<file path="config.mk">
export PLATFORM = sky130hd
export DESIGN_NAME = dct_ctl_flat
export DESIGN_NICKNAME = d
export VERILOG_FILES = /design/src/rtl/dct_pkg.sv /design/src/rtl/dct_if.sv /design/src/rtl/dct_ctl.sv /design/src/flat_wrapper.sv
export SDC_FILE = /design/constraint.sdc
export NUM_CORES = 1
export LEC_CHECK = 0
export ABC_AREA = 1
export ABC_CLOCK_PERIOD_IN_PS = 1700
export BUFFER_PORTS_ARGS = -buffer_cell sky130_fd_sc_hd__buf_2
export CAP_MARGIN = 20
export CORE_MARGIN = 8
export CORE_UTILIZATION = 55
export CTS_CLUSTER_DIAMETER = 200
export CTS_CLUSTER_SIZE = 24
export DETAILED_ROUTE_END_ITERATION = 12
export PLACE_DENSITY = 0.76
export SYNTH_ARGS = -nofsm -noshare
export SYNTH_HDL_FRONTEND = slang
export SYNTH_SLANG_ARGS = --single-unit
</file>
<file path="constraint.sdc">
create_clock -name sys_clk_in -period 1.7 [get_ports sys_clk_in]
set_input_delay 0.34 -clock sys_clk_in [delete_from_list [all_inputs] [get_ports sys_clk_in]]
set_output_delay 0.34 -clock sys_clk_in [all_outputs]
set_load 0.05 [all_outputs]
</file>
<file path="src/rtl/dct_pkg.sv">
// dct_pkg: shared constants, command codes and timing counts for both dram ends
// Contract
// - refresh cycle time before activate or refresh
// - average refresh spacing 7.8 or 3.9 us
// - first strobe edge 40 cycles after leveling
// - strobe drive enabled 25 cycles after leveling
// - only reads and sync termination need lock
// - write recovery over clock period, round up
// - internal write starts latency plus 4 or 2
// - device finishes row operations before power-down
// - refresh then power-down may need relock delay
// - short calibration completes within 64 clock cycles
// - any long clock period if refresh met
// - clock period meets read and write latency
// - frozen exit waits max of 10 cycles, 24 ns
package dct_pkg;
  typedef enum logic [3:0] {
    CMD_NOP, CMD_ACT, CMD_PRE, CMD_REF, CMD_WR, CMD_RD, CMD_RDA, CMD_ODT,
    CMD_SHORT_IMPEDANCE_CALIBRATION, CMD_WL_ON, CMD_WL_OFF, CMD_PD_ENTER, CMD_PD_EXIT
  } dct_cmd_t;

  localparam int CNT_W = 8;
  localparam int SYS_PERIOD_NS = 40;
  // link clock toggles every system cycle
  localparam int CK_PERIOD_NS = 2 * SYS_PERIOD_NS;

  localparam int CK_MIN_READ_LAT_NS = 1;
  localparam int CK_MIN_WRITE_LAT_NS = 1;
  localparam bit CK_PERIOD_OK = (CK_PERIOD_NS >= CK_MIN_READ_LAT_NS) && (CK_PERIOD_NS >= CK_MIN_WRITE_LAT_NS);

  localparam int REFRESH_CYCLE_NS = 90;
  localparam int REFRESH_CYCLE_NCK = (REFRESH_CYCLE_NS + CK_PERIOD_NS - 1) / CK_PERIOD_NS;
  localparam int REFI_COOL_NS = 7800;
  localparam int REFI_HOT_NS = 3900;
  // longest times round down
  localparam int REFI_COOL_NCK = REFI_COOL_NS / CK_PERIOD_NS;
  localparam int REFI_HOT_NCK = REFI_HOT_NS / CK_PERIOD_NS;

  localparam int WL_FIRST_STROBE_NCK = 40;
  localparam int WL_STROBE_EN_NCK = 25;

  localparam int FROZEN_EXIT_MIN_NCK = 10;
  localparam int FROZEN_EXIT_NS = 24;
  localparam int FROZEN_EXIT_NS_NCK = (FROZEN_EXIT_NS + CK_PERIOD_NS - 1) / CK_PERIOD_NS;
  localparam int FROZEN_EXIT_NCK = (FROZEN_EXIT_MIN_NCK > FROZEN_EXIT_NS_NCK) ? FROZEN_EXIT_MIN_NCK
                                                                              : FROZEN_EXIT_NS_NCK;

  localparam int WRITE_RECOVERY_NS = 15;
  localparam int WRITE_RECOVERY_NCK = (WRITE_RECOVERY_NS + CK_PERIOD_NS - 1) / CK_PERIOD_NS;
  localparam int WRITE_LATENCY_CYCLES = 5;
  localparam int WR_START_BURST8 = 4;
  localparam int WR_START_CHOP4 = 2;

  localparam int SHORT_IMPEDANCE_CALIBRATION_NCK = 64;
  localparam int ROW_OP_NCK = 4;
endpackage : dct_pkg

</file>
<file path="src/rtl/dct_if.sv">
// dct_if: link between memory controller end and dram device end
`timescale 1ns/10ps
interface dct_if;
  import dct_pkg::*;
  logic ck;
  logic cke;
  dct_cmd_t cmd;
  logic bc4_fixed;
  logic dqs_o;
  logic dqs_oe;
  logic dqs;
  logic wl_fb;

  // undriven strobe reads low
  assign dqs = dqs_oe ? dqs_o : 1'b0;

  modport ctl (output ck, output cke, output cmd, output bc4_fixed, output dqs_o, output dqs_oe,
               input wl_fb);
  modport dev (input ck, input cke, input cmd, input bc4_fixed, input dqs, output wl_fb);
endinterface : dct_if

</file>
<file path="src/rtl/dct_ctl.sv">
// dct_ctl: memory controller end, makes the link clock and spaces commands
`timescale 1ns/10ps
module dct_ctl (
  // clock and reset
  input wire logic sys_clk_in,
  input wire logic rst_n_in,
  input wire logic ce_in,
  // requests
  input wire logic req_valid_in,
  input wire dct_pkg::dct_cmd_t req_cmd_in,
  input wire logic bc4_fixed_in,
  input wire logic hot_in,
  // answers
  output logic ack_out,
  output logic busy_out,
  output logic pd_out,
  output logic wl_fb_out,
  // link
  dct_if.ctl link
);
  import dct_pkg::*;

  typedef enum logic [1:0] {ST_RUN, ST_PD, ST_WL} dct_state_t;

  dct_state_t state;
  logic ck;
  logic tick;
  logic [CNT_W-1:0] rfc_cnt;
  logic [CNT_W-1:0] refi_cnt;
  logic [CNT_W-1:0] xpdll_cnt;
  logic [CNT_W-1:0] pden_cnt;
  logic [CNT_W-1:0] wl_en_cnt;
  logic [CNT_W-1:0] wl_first_cnt;
  logic fb_meta;
  logic fb_sync;
  logic refresh_due;
  logic grant;
  logic do_ref;

  // commands change at ck's falling edge, so the device sees them settled at its rising edge
  assign tick = ce_in && ck;
  assign refresh_due = refi_cnt == '0;

  // link clock divider
  always_ff @(posedge sys_clk_in or negedge rst_n_in) begin
    if (!rst_n_in) begin
      ck <= 1'b0;
    end else if (ce_in) begin
      ck <= !ck;
    end
  end

  assign link.ck = ck;

  // gate each request on its spacing
  always_comb begin
    grant = 1'b0;
    // a due refresh must not lock out the only exits from power-down and leveling
    if (CK_PERIOD_OK && req_valid_in && (!refresh_due || state != ST_RUN)) begin
      case (req_cmd_in)
        CMD_ACT: grant = state == ST_RUN && rfc_cnt == '0;
        CMD_REF: grant = state == ST_RUN && rfc_cnt == '0;
        CMD_RD, CMD_RDA, CMD_ODT: grant = state == ST_RUN && xpdll_cnt == '0;
        CMD_PRE, CMD_WR, CMD_SHORT_IMPEDANCE_CALIBRATION: grant = state == ST_RUN;
        CMD_WL_ON: grant = state == ST_RUN;
        CMD_WL_OFF: grant = state == ST_WL;
        CMD_PD_ENTER: grant = state == ST_RUN && pden_cnt == '0;
        CMD_PD_EXIT: grant = state == ST_PD;
        default: grant = 1'b0;
      endcase
    end
  end

  // refresh is forced ahead of user traffic, outside power-down and leveling
  assign do_ref = refresh_due && state == ST_RUN && rfc_cnt == '0;

  // command issue and state
  always_ff @(posedge sys_clk_in or negedge rst_n_in) begin
    if (!rst_n_in) begin
      state <= ST_RUN;
      link.cmd <= CMD_NOP;
      link.cke <= 1'b1;
      ack_out <= 1'b0;
    end else if (ce_in) begin
      ack_out <= 1'b0;
      if (tick) begin
        link.cmd <= CMD_NOP;
        if (do_ref) begin
          link.cmd <= CMD_REF;
        end else if (grant) begin
          ack_out <= 1'b1;
          case (req_cmd_in)
            CMD_PD_ENTER: begin
              link.cke <= 1'b0;
              state <= ST_PD;
            end
            CMD_PD_EXIT: begin
              link.cke <= 1'b1;
              state <= ST_RUN;
            end
            CMD_WL_ON: begin
              link.cmd <= CMD_WL_ON;
              state <= ST_WL;
            end
            CMD_WL_OFF: begin
              link.cmd <= CMD_WL_OFF;
              state <= ST_RUN;
            end
            default: link.cmd <= req_cmd_in;
          endcase
        end
      end
    end
  end

  always_ff @(posedge sys_clk_in or negedge rst_n_in) begin
    if (!rst_n_in) begin
      rfc_cnt <= '0;
    end else if (tick) begin
      if (do_ref || (grant && req_cmd_in == CMD_REF)) begin
        rfc_cnt <= CNT_W'(REFRESH_CYCLE_NCK);
      end else if (rfc_cnt != '0) begin
        rfc_cnt <= rfc_cnt - CNT_W'(1);
      end
    end
  end

  // slow clocks still refresh on time
  always_ff @(posedge sys_clk_in or negedge rst_n_in) begin
    if (!rst_n_in) begin
      refi_cnt <= CNT_W'(REFI_HOT_NCK);
    end else if (tick) begin
      if (do_ref || (grant && req_cmd_in == CMD_REF)) begin
        refi_cnt <= hot_in ? CNT_W'(REFI_HOT_NCK) : CNT_W'(REFI_COOL_NCK);
      end else if (hot_in && refi_cnt > CNT_W'(REFI_HOT_NCK)) begin
        // turning hot shortens the pending wait at once
        refi_cnt <= CNT_W'(REFI_HOT_NCK);
      end else if (refi_cnt != '0 && state != ST_PD) begin
        refi_cnt <= refi_cnt - CNT_W'(1);
      end else if (refi_cnt != '0 && state == ST_PD) begin
        refi_cnt <= refi_cnt - CNT_W'(1);
      end
    end
  end

  always_ff @(posedge sys_clk_in or negedge rst_n_in) begin
    if (!rst_n_in) begin
      xpdll_cnt <= '0;
    end else if (tick) begin
      if (grant && req_cmd_in == CMD_PD_EXIT) begin
        xpdll_cnt <= CNT_W'(FROZEN_EXIT_NCK);
      end else if (xpdll_cnt != '0) begin
        xpdll_cnt <= xpdll_cnt - CNT_W'(1);
      end
    end
  end

  always_ff @(posedge sys_clk_in or negedge rst_n_in) begin
    if (!rst_n_in) begin
      pden_cnt <= '0;
    end else if (tick) begin
      if (grant && req_cmd_in == CMD_WR) begin
        pden_cnt <= bc4_fixed_in ? CNT_W'(WRITE_LATENCY_CYCLES + WR_START_CHOP4 + WRITE_RECOVERY_NCK)
                                 : CNT_W'(WRITE_LATENCY_CYCLES + WR_START_BURST8 + WRITE_RECOVERY_NCK);
      end else if (pden_cnt != '0) begin
        pden_cnt <= pden_cnt - CNT_W'(1);
      end
    end
  end

  always_ff @(posedge sys_clk_in or negedge rst_n_in) begin
    if (!rst_n_in) begin
      wl_en_cnt <= '0;
      wl_first_cnt <= '0;
      link.dqs_oe <= 1'b0;
      link.dqs_o <= 1'b0;
    end else if (tick) begin
      if (grant && req_cmd_in == CMD_WL_ON) begin
        wl_en_cnt <= CNT_W'(WL_STROBE_EN_NCK);
        wl_first_cnt <= CNT_W'(WL_FIRST_STROBE_NCK);
      end else begin
        if (wl_en_cnt != '0) begin
          wl_en_cnt <= wl_en_cnt - CNT_W'(1);
        end
        if (wl_first_cnt != '0) begin
          wl_first_cnt <= wl_first_cnt - CNT_W'(1);
        end
      end
      link.dqs_oe <= state == ST_WL && wl_en_cnt == '0 && !(grant && req_cmd_in == CMD_WL_OFF);
      // one strobe pulse per two link cycles keeps edges well apart
      link.dqs_o <= state == ST_WL && wl_first_cnt == '0 && !link.dqs_o;
    end
  end

  // bus chop flag, busy and power-down status
  always_ff @(posedge sys_clk_in or negedge rst_n_in) begin
    if (!rst_n_in) begin
      link.bc4_fixed <= 1'b0;
      busy_out <= 1'b0;
      pd_out <= 1'b0;
    end else if (ce_in) begin
      link.bc4_fixed <= bc4_fixed_in;
      busy_out <= req_valid_in && !grant;
      pd_out <= state == ST_PD;
    end
  end

  // feedback crosses from the link clock
  always_ff @(posedge sys_clk_in or negedge rst_n_in) begin
    if (!rst_n_in) begin
      fb_meta <= 1'b0;
      fb_sync <= 1'b0;
      wl_fb_out <= 1'b0;
    end else if (ce_in) begin
      fb_meta <= link.wl_fb;
      fb_sync <= fb_meta;
      wl_fb_out <= fb_sync;
    end
  end
endmodule : dct_ctl

</file>
<file path="src/flat_wrapper.sv">
// flat-port wrapper written by rule: the top's interface ports become plain ports
module dct_ctl_flat import dct_pkg::*;
  (sys_clk_in, rst_n_in, ce_in, req_valid_in, req_cmd_in, bc4_fixed_in, hot_in, ack_out, busy_out, pd_out, wl_fb_out, link_ck, link_cke, link_cmd, link_bc4_fixed, link_dqs_o, link_dqs_oe, link_wl_fb);
  dct_if link_i ();
  input wire logic sys_clk_in;
  input wire logic rst_n_in;
  input wire logic ce_in;
  input wire logic req_valid_in;
  input wire dct_pkg::dct_cmd_t req_cmd_in;
  input wire logic bc4_fixed_in;
  input wire logic hot_in;
  output logic ack_out;
  output logic busy_out;
  output logic pd_out;
  output logic wl_fb_out;
  output wire logic [$bits(link_i.ck)-1:0] link_ck;
  output wire logic [$bits(link_i.cke)-1:0] link_cke;
  output wire logic [$bits(link_i.cmd)-1:0] link_cmd;
  output wire logic [$bits(link_i.bc4_fixed)-1:0] link_bc4_fixed;
  output wire logic [$bits(link_i.dqs_o)-1:0] link_dqs_o;
  output wire logic [$bits(link_i.dqs_oe)-1:0] link_dqs_oe;
  input wire logic [$bits(link_i.wl_fb)-1:0] link_wl_fb;
  assign link_ck = link_i.ck;
  assign link_cke = link_i.cke;
  assign link_cmd = link_i.cmd;
  assign link_bc4_fixed = link_i.bc4_fixed;
  assign link_dqs_o = link_i.dqs_o;
  assign link_dqs_oe = link_i.dqs_oe;
  assign link_i.wl_fb = link_wl_fb;
  dct_ctl u_core (.sys_clk_in(sys_clk_in), .rst_n_in(rst_n_in), .ce_in(ce_in), .req_valid_in(req_valid_in), .req_cmd_in(req_cmd_in), .bc4_fixed_in(bc4_fixed_in), .hot_in(hot_in), .ack_out(ack_out), .busy_out(busy_out), .pd_out(pd_out), .wl_fb_out(wl_fb_out), .link(link_i));
endmodule
</file>
==> metrics, run 1 <==
met1 wire length about 4200 um; row count 30; clk slew on worst S/H paths 0.07 ns; Total GRT Usage approximately 20%; Initial Util 57.1%; met2 routed WL ~5200 um; fmax ~520 MHz; outcome finished, violations left; Leakage approximately 2.8 nW; syn nets 530; Setup TNS -7.84 ns; CP Data Arrival Time 2.15 ns; antenna cells 0; Critical Path RT slightly below 2 ns; router iterations before antenna repair 5; P&R area growth vs syn 39.4%; Syn Area/Cell approximately 7.7 sq um; full die area slightly above 10000 sq um; VDD IR max 0.00101 V; Setup Skew between 0.009 and 0.01 ns; CTS tree yes; failing checks negative hold slack, negative setup slack; Tightest Hold Check Type input port to asynchronous set/reset pin; WS Path Type register to register; IO Count 24; Post-DRT Antenna Nets 0; Root Buffer clkbuf_8; CP max FO 8; Sink Count 65; fin crit share 112%; largest net degree at the start of global routing 39; final slew viol count 0; post-layout util 79.7%; first-pass GRT wire length 16500 um; Seq/Total Area, Yosys roughly two fifths; core area 6870 sq um; Slew HR ~66%; total gr overflow 0; maximum level of the CTS H-tree 3; initial antenna violation count 0; #FFs+latches synth 65; Final Hold Fails 4; Clk Latency, worst-skew pair between 0.3 and 0.4 ns; Yosys warnings 0; DR WL met3 approximately 500 um; via count 3819; DRT iter0 DRCs about 200; routed len/inst approximately 14 um; Power Density 1650 nW/um^2; vias in the first global route between 3000 and 4000; Top Layer Used met4; Synth Instances approximately 500; total CTS buffers 9; die width about 100 um; total of max-cap violations 0; RSZ-0062 raised after global routing yes; post-synthesis cell type count roughly 40; final setup violation count 50; drt drc 0; Routed WL 10100 um; detailed placer's ending HPWL roughly 6900 um; number of port buffers 23; minimum clock period after layout between 1.5 and 2 ns; Synth Cell Area just under 4000 sq um; Setup crit start kind register; Worst Max-Slew Pin Slew 0.509 ns; nets 660; share of cells above drive strength 1 39.0%; Clock Path Buffers 2; Vert. Die Dim roughly 100 um; post-route setup slack -0.208 ns; Fin Hold WS -0.00294 ns; crit end category register; routed vias/inst around 5.2; routability cong. 0.878
## flip-flops by register name, indices dropped and copies added, names as in the netlist, 2 cells and up
register / flops
u_core.state: 2
u_core.wl_first_cnt: 8
u_core.pden_cnt: 8
u_core.refi_cnt: 8
u_core.rfc_cnt: 8
u_core.xpdll_cnt: 8
u_core.wl_en_cnt: 8
u_core.link.cmd: 4
## area by class of cell
type | count | area (sq um)
clock inverters | 2 | 10.0
clock buffers | 14 | 183
fillers | 452 | 1400
flip-flops and latches | 65 | 1630
multi-input cells | 368 | 2320
well taps | 96 | 120
repair buffers | 126 | 952
inverters | 69 | 259
## synthesized netlist by cell type
library cell / instances / area [sq um]
o21ai_1: 18 / 90.1
nand2_1: 133 / 499
a21oi_1: 8 / 40.0
ha_1: 10 / 125
nand4_1: 5 / 31.3
nand4_2: 1 / 12.5
inv_2: 5 / 18.8
a21boi_0: 1 / 7.51
dfrtp_1: 62 / 1550
mux2_2: 1 / 11.3
xnor2_1: 8 / 70.1
nor4_1: 4 / 25.0
clkbuf_1: 2 / 7.51
or2_2: 3 / 18.8
o31ai_1: 3 / 22.5
o21ai_0: 12 / 60.1
nand2_2: 7 / 43.8
nand2_8: 1 / 20.0
nand3_2: 1 / 10.0
nor2_4: 2 / 22.5
or2_1: 2 / 12.5
nor3_1: 5 / 25.0
o21ai_2: 6 / 52.6
nor2_2: 3 / 18.8
nand2_4: 2 / 22.5
nand3_1: 39 / 195
buf_2: 2 / 10.0
xor2_1: 23 / 201
o21ai_4: 3 / 48.8
nor3b_1: 1 / 7.51
a22oi_1: 1 / 7.51
o22ai_1: 1 / 6.26
a31oi_1: 1 / 6.26
nor2_1: 57 / 214
nor2_8: 1 / 20.0
o211ai_1: 1 / 7.51
inv_1: 64 / 240
and2_1: 1 / 6.26
buf_6: 3 / 33.8
nand3b_1: 3 / 22.5
dfstp_2: 3 / 78.8
## metal layers
metal / track usage [%] / vias up
li1: - / 1872
met5: 0 / -
met3: 4.77 / 24
met1: 24.7 / 1817
met4: 7.21 / 0
met2: 34.6 / 106
## final timing paths
check                                       start                endpoint  slack, ns  cells past startpoint
setup / recovery                u_core.rfc_cnt[2]      u_core.pden_cnt[5]      -0.21                     13
hold reg to reg            u_core.wl_first_cnt[0]  u_core.wl_first_cnt[0]       0.51                      2
max in group asynchronous                rst_n_in      u_core.refi_cnt[5]       1.28                      2
min in group sys_clk_in                link_wl_fb          u_core.fb_meta       0.22                      3
hold / removal                           rst_n_in     u_core.wl_en_cnt[1]     -0.003                      2
setup reg to reg                u_core.rfc_cnt[2]      u_core.pden_cnt[5]      -0.21                     13
## critical path: stages, from the launching register on
cell and delay, ns:
dfrtp_1 0.40, nor2_2 0.17, nand2_1 0.12, nor2_4 0.15, nand2_1 0.06, nand4_1 0.11
nand2_2 0.07, nand2_4 0.11, nand2_8 0.09, nor2_4 0.17, o21ai_4 0.09, buf_6 0.16
nand2_2 0.06, o21ai_2 0.05
## repair_timing
| item | 4_1_cts | 5_1_grt |
|---|---|---|
| pin swaps | 6 | 20 |
| resized for setup | 30 | 63 |
| gates cloned | 0 | 0 |
| hold buffers | 0 | 0 |
| buffers inserted | 12 | 6 |
| setup endpoints to repair | 52 | 55 |
## through the flow
stage	cells	hold slack (ns)	total power, mW	instance area (sq um)	worst slack [ns]
global placement	709	0.376	6.73	4830	-0.205
CTS	735	0.00246	8.51	5220	-0.166
floorplan	509	0.0444	5.34	3970	-0.0978
detailed placement	709	0.375	6.93	4830	-0.274
global route	740	0.0208	9.79	5470	-0.322
finish	740	-0.00294	9.04	5470	-0.208
## cells in the final DEF (no fill, tap or decap), types with 5 or more instances in the layout
cell | netlist | final
inv_1 | 64 | 53
nand2_4 | 2 | 7
o21ai_1 | 18 | 14
inv_2 | 5 | 16
o21ai_2 | 6 | 14
buf_2 | 2 | 23
buf_6 | 3 | 7
nand4_1 | 5 | 5
nand2_2 | 7 | 30
o21ai_0 | 12 | 8
nand2_1 | 133 | 103
xnor2_1 | 8 | 8
ha_1 | 10 | 7
buf_4 | 0 | 93
xor2_1 | 23 | 23
nor2_4 | 2 | 6
nor2_2 | 3 | 5
a21oi_1 | 8 | 6
dfrtp_1 | 62 | 61
clkbuf_8 | 0 | 13
nand3_1 | 39 | 36
nor2_1 | 57 | 51
## logic make-up (layout without fill, tap and decap cells)
| kind of cell | after synthesis | after routing | synth area share (%) |
|---|---|---|---|
| AO/OA/AOI/OAI | 55 | 55 | 8.89 |
| XOR/XNOR | 31 | 31 | 6.92 |
| adder cells (fa/ha/maj) | 10 | 10 | 3.19 |
| buffers and inverters | 76 | 211 | 7.91 |
| flip-flops | 65 | 65 | 41.5 |
| multiplexers | 1 | 1 | 0.287 |
| AND/OR/NAND/NOR | 271 | 271 | 31.3 |
## where the power goes
group,switching [mW],internal (mW)
clock,0.572,0.685
combinational,2.72,2.47
sequential,0.459,2.14
total,3.75,5.29
Note: power is estimated with default switching activity, not from simulation.
==> run 2: changes to the inputs <==
--- a/config.mk
+++ b/config.mk
@@ -7,14 +7,15 @@
 export LEC_CHECK = 0
 export ABC_AREA = 1
 export ABC_CLOCK_PERIOD_IN_PS = 1700
-export BUFFER_PORTS_ARGS = -buffer_cell sky130_fd_sc_hd__buf_2
 export CAP_MARGIN = 20
 export CORE_MARGIN = 8
 export CORE_UTILIZATION = 55
 export CTS_CLUSTER_DIAMETER = 200
 export CTS_CLUSTER_SIZE = 24
 export DETAILED_ROUTE_END_ITERATION = 12
-export PLACE_DENSITY = 0.76
+export DONT_BUFFER_PORTS = 1
+export PLACE_DENSITY = 0.73
+export REMOVE_ABC_BUFFERS = 1
 export SYNTH_ARGS = -nofsm -noshare
 export SYNTH_HDL_FRONTEND = slang
 export SYNTH_SLANG_ARGS = --single-unit
==> metrics, run 2 (synthesis results as in run 1) <==
outcome finished, violations left (unchanged); failing checks negative hold slack, negative setup slack (unchanged); routability cong. 0.908 (was 0.878); core area 6870 sq um (unchanged); Filler cells 433 (was 452); number of port buffers 0 (was 23); detailed placer's ending HPWL 6400 um (was 6890 um); vias in the first global route 3481 (was 3723); most frequent cells in the layout nand2_1, buf_4, dfrtp_1 (unchanged); initial antenna violation count 0 (unchanged); crit path to u_core.xpdll_cnt[4] (was u_core.pden_cnt[5]); path depth of the worst reg2reg path 14 (was 13); CP Data Arrival Time 2.26 ns (was 2.15 ns); Final Hold Fails 65 (was 4); worst reg2reg path endpoint u_core.xpdll_cnt[4] (was u_core.pden_cnt[5]); maximum level of the CTS H-tree 3 (unchanged); Initial Util 57.1% (unchanged); router iterations before antenna repair 4 (was 5); RSZ-0062 raised after global routing yes (unchanged); Post-DRT Antenna Nets 0 (unchanged); IO Count 24 (unchanged); post-layout util 78.9% (was 79.7%); clk slew on worst S/H paths 0.07 ns (about the same); CTS tree yes (unchanged); fin crit share 119% (was 112%); total of max-cap violations 0 (unchanged); total CTS buffers 9 (unchanged); Clk Latency, worst-skew pair 0.35 ns (about the same); nets 640 (was 660); Leakage 2.82 nW (was 2.84 nW); Clock Path Buffers 2 (unchanged); via count 3752 (was 3819); Tightest Hold Check Type input port to asynchronous set/reset pin (unchanged); fmax 495 MHz (was 524 MHz); Sink Count 65 (unchanged); first-pass GRT wire length 15700 um (was 16500 um); crit end category register (unchanged); post-route setup slack -0.321 ns (was -0.208 ns); Root Buffer clkbuf_8 (unchanged); Worst Max-Slew Pin Slew 0.531 ns (was 0.509 ns); VDD IR max 0.000970 V (was 0.00101 V); DRT iter0 DRCs 136 (was 203); Total GRT Usage 19.3% (was 20.4%); FF-to-FF Start u_core.rfc_cnt[1] (was u_core.rfc_cnt[2]); Setup Skew 0.00317 ns (was 0.00924 ns); P&R area growth vs syn 38.2% (was 39.4%); flop2flop setup slack -0.32 ns (was -0.21 ns); largest net degree at the start of global routing 66 (was 39); antenna cells 0 (unchanged); routed len/inst 14.1 um (was 13.7 um); Power, Total 9.22 mW (was 9.04 mW); Critical Path RT 1.94 ns (about the same); Fin Hold WS -0.318 ns (was -0.00294 ns); row count 30 (unchanged); Slew HR 64.6% (was 66.1%); WS Path Type register to register (unchanged); drt drc 0 (unchanged); die width 100 um (unchanged); Routed WL 10200 um (was 10100 um); final setup violation count 51 (was 50); most common cell after layout, fill and taps aside nand2_1 (unchanged); Setup WS pre-CTS -0.270 ns (was -0.274 ns); minimum clock period after layout 2.02 ns (was 1.91 ns); CP max FO 8 (unchanged); share of cells above drive strength 1 36.5% (was 39.0%); total gr overflow 0 (unchanged); Vert. Die Dim 100 um (unchanged); Power Density 1700 nW/um^2 (was 1650 nW/um^2); crit path from u_core.rfc_cnt[1] (was u_core.rfc_cnt[2]); full die area 10100 sq um (unchanged); routed vias/inst 5.21 (was 5.16); final slew viol count 0 (unchanged); Setup crit start kind register (unchanged)
-- run 2: what timing repair did --
item	4_1_cts	5_1_grt
gates resized for setup	34	65
buffers inserted	11	9
hold endpoints to repair	65	65
gates cloned	1	3
endpoints found under the setup margin	53	56
pin swaps	7	21
-- run 2: worst min path at each step --
stage / from / endpoint / slack (ns)
2_1_floorplan: rst_n_in / u_core.ack_out / 0.04
3_3_place_gp: rst_n_in / u_core.refi_cnt[3] / 0.05
3_5_place_dp: rst_n_in / u_core.rfc_cnt[3] / 0.05
4_1_cts: rst_n_in / u_core.wl_first_cnt[2] / -0.32
5_1_grt: rst_n_in / u_core.refi_cnt[1] / -0.33
6_report: rst_n_in / u_core.rfc_cnt[3] / -0.32
-- run 2: final cells by class --
class | instances | area, sq um | area share, %
clock buffer | 11 | 141 | 2.61
clock inverter | 5 | 55.1 | 1.02
sequential | 65 | 1630 | 30.1
timing repair buffer | 105 | 897 | 16.5
tap | 96 | 120 | 2.22
inverter | 69 | 262 | 4.82
multi-input combinational | 369 | 2320 | 42.7
-- run 2: layer usage --
layer,share of wire [%],routed length [um],global-route usage (%),vias to the layer above
li1,-,-,-,1841
met1,43,4400,23.1,1805
met2,50,5060,32.6,84
met3,4.8,486,3.87,22
met4,2.2,226,8.49,0
met5,0,0,0,-
-- run 2: critical path, cell delays in order, from the launching register on --
cell and delay, ns:
dfrtp_1 0.40, inv_2 0.07, ha_2 0.18, nand2_2 0.08, nor2_4 0.14, nand2_1 0.08
nand4_1 0.13, nand2_2 0.08, nand2_4 0.10, nand2_8 0.09, nor2_4 0.18, o21ai_4 0.10
buf_12 0.17, nand2_2 0.06, o21ai_2 0.05
-- run 2: through the flow --
stage | area (sq um) | TNS, ns | instances | hold slack [ns]
finish | 5420 | -11.99 | 720 | -0.318
global route | 5420 | -17.97 | 720 | -0.333
CTS | 5040 | -4.60 | 709 | -0.320
detailed placement | 4620 | -8.07 | 681 | 0.0474
global placement | 4620 | -6.90 | 681 | 0.0470
floorplan | 3870 | -11.67 | 502 | 0.0444
-- run 2: power breakdown --
part           switching [mW]  internal (mW)  total, mW  leakage (nW)
registers               0.594           2.14       2.73         0.813
clock network           0.591          0.712       1.30        0.0953
logic                    2.61           2.57       5.18          1.91
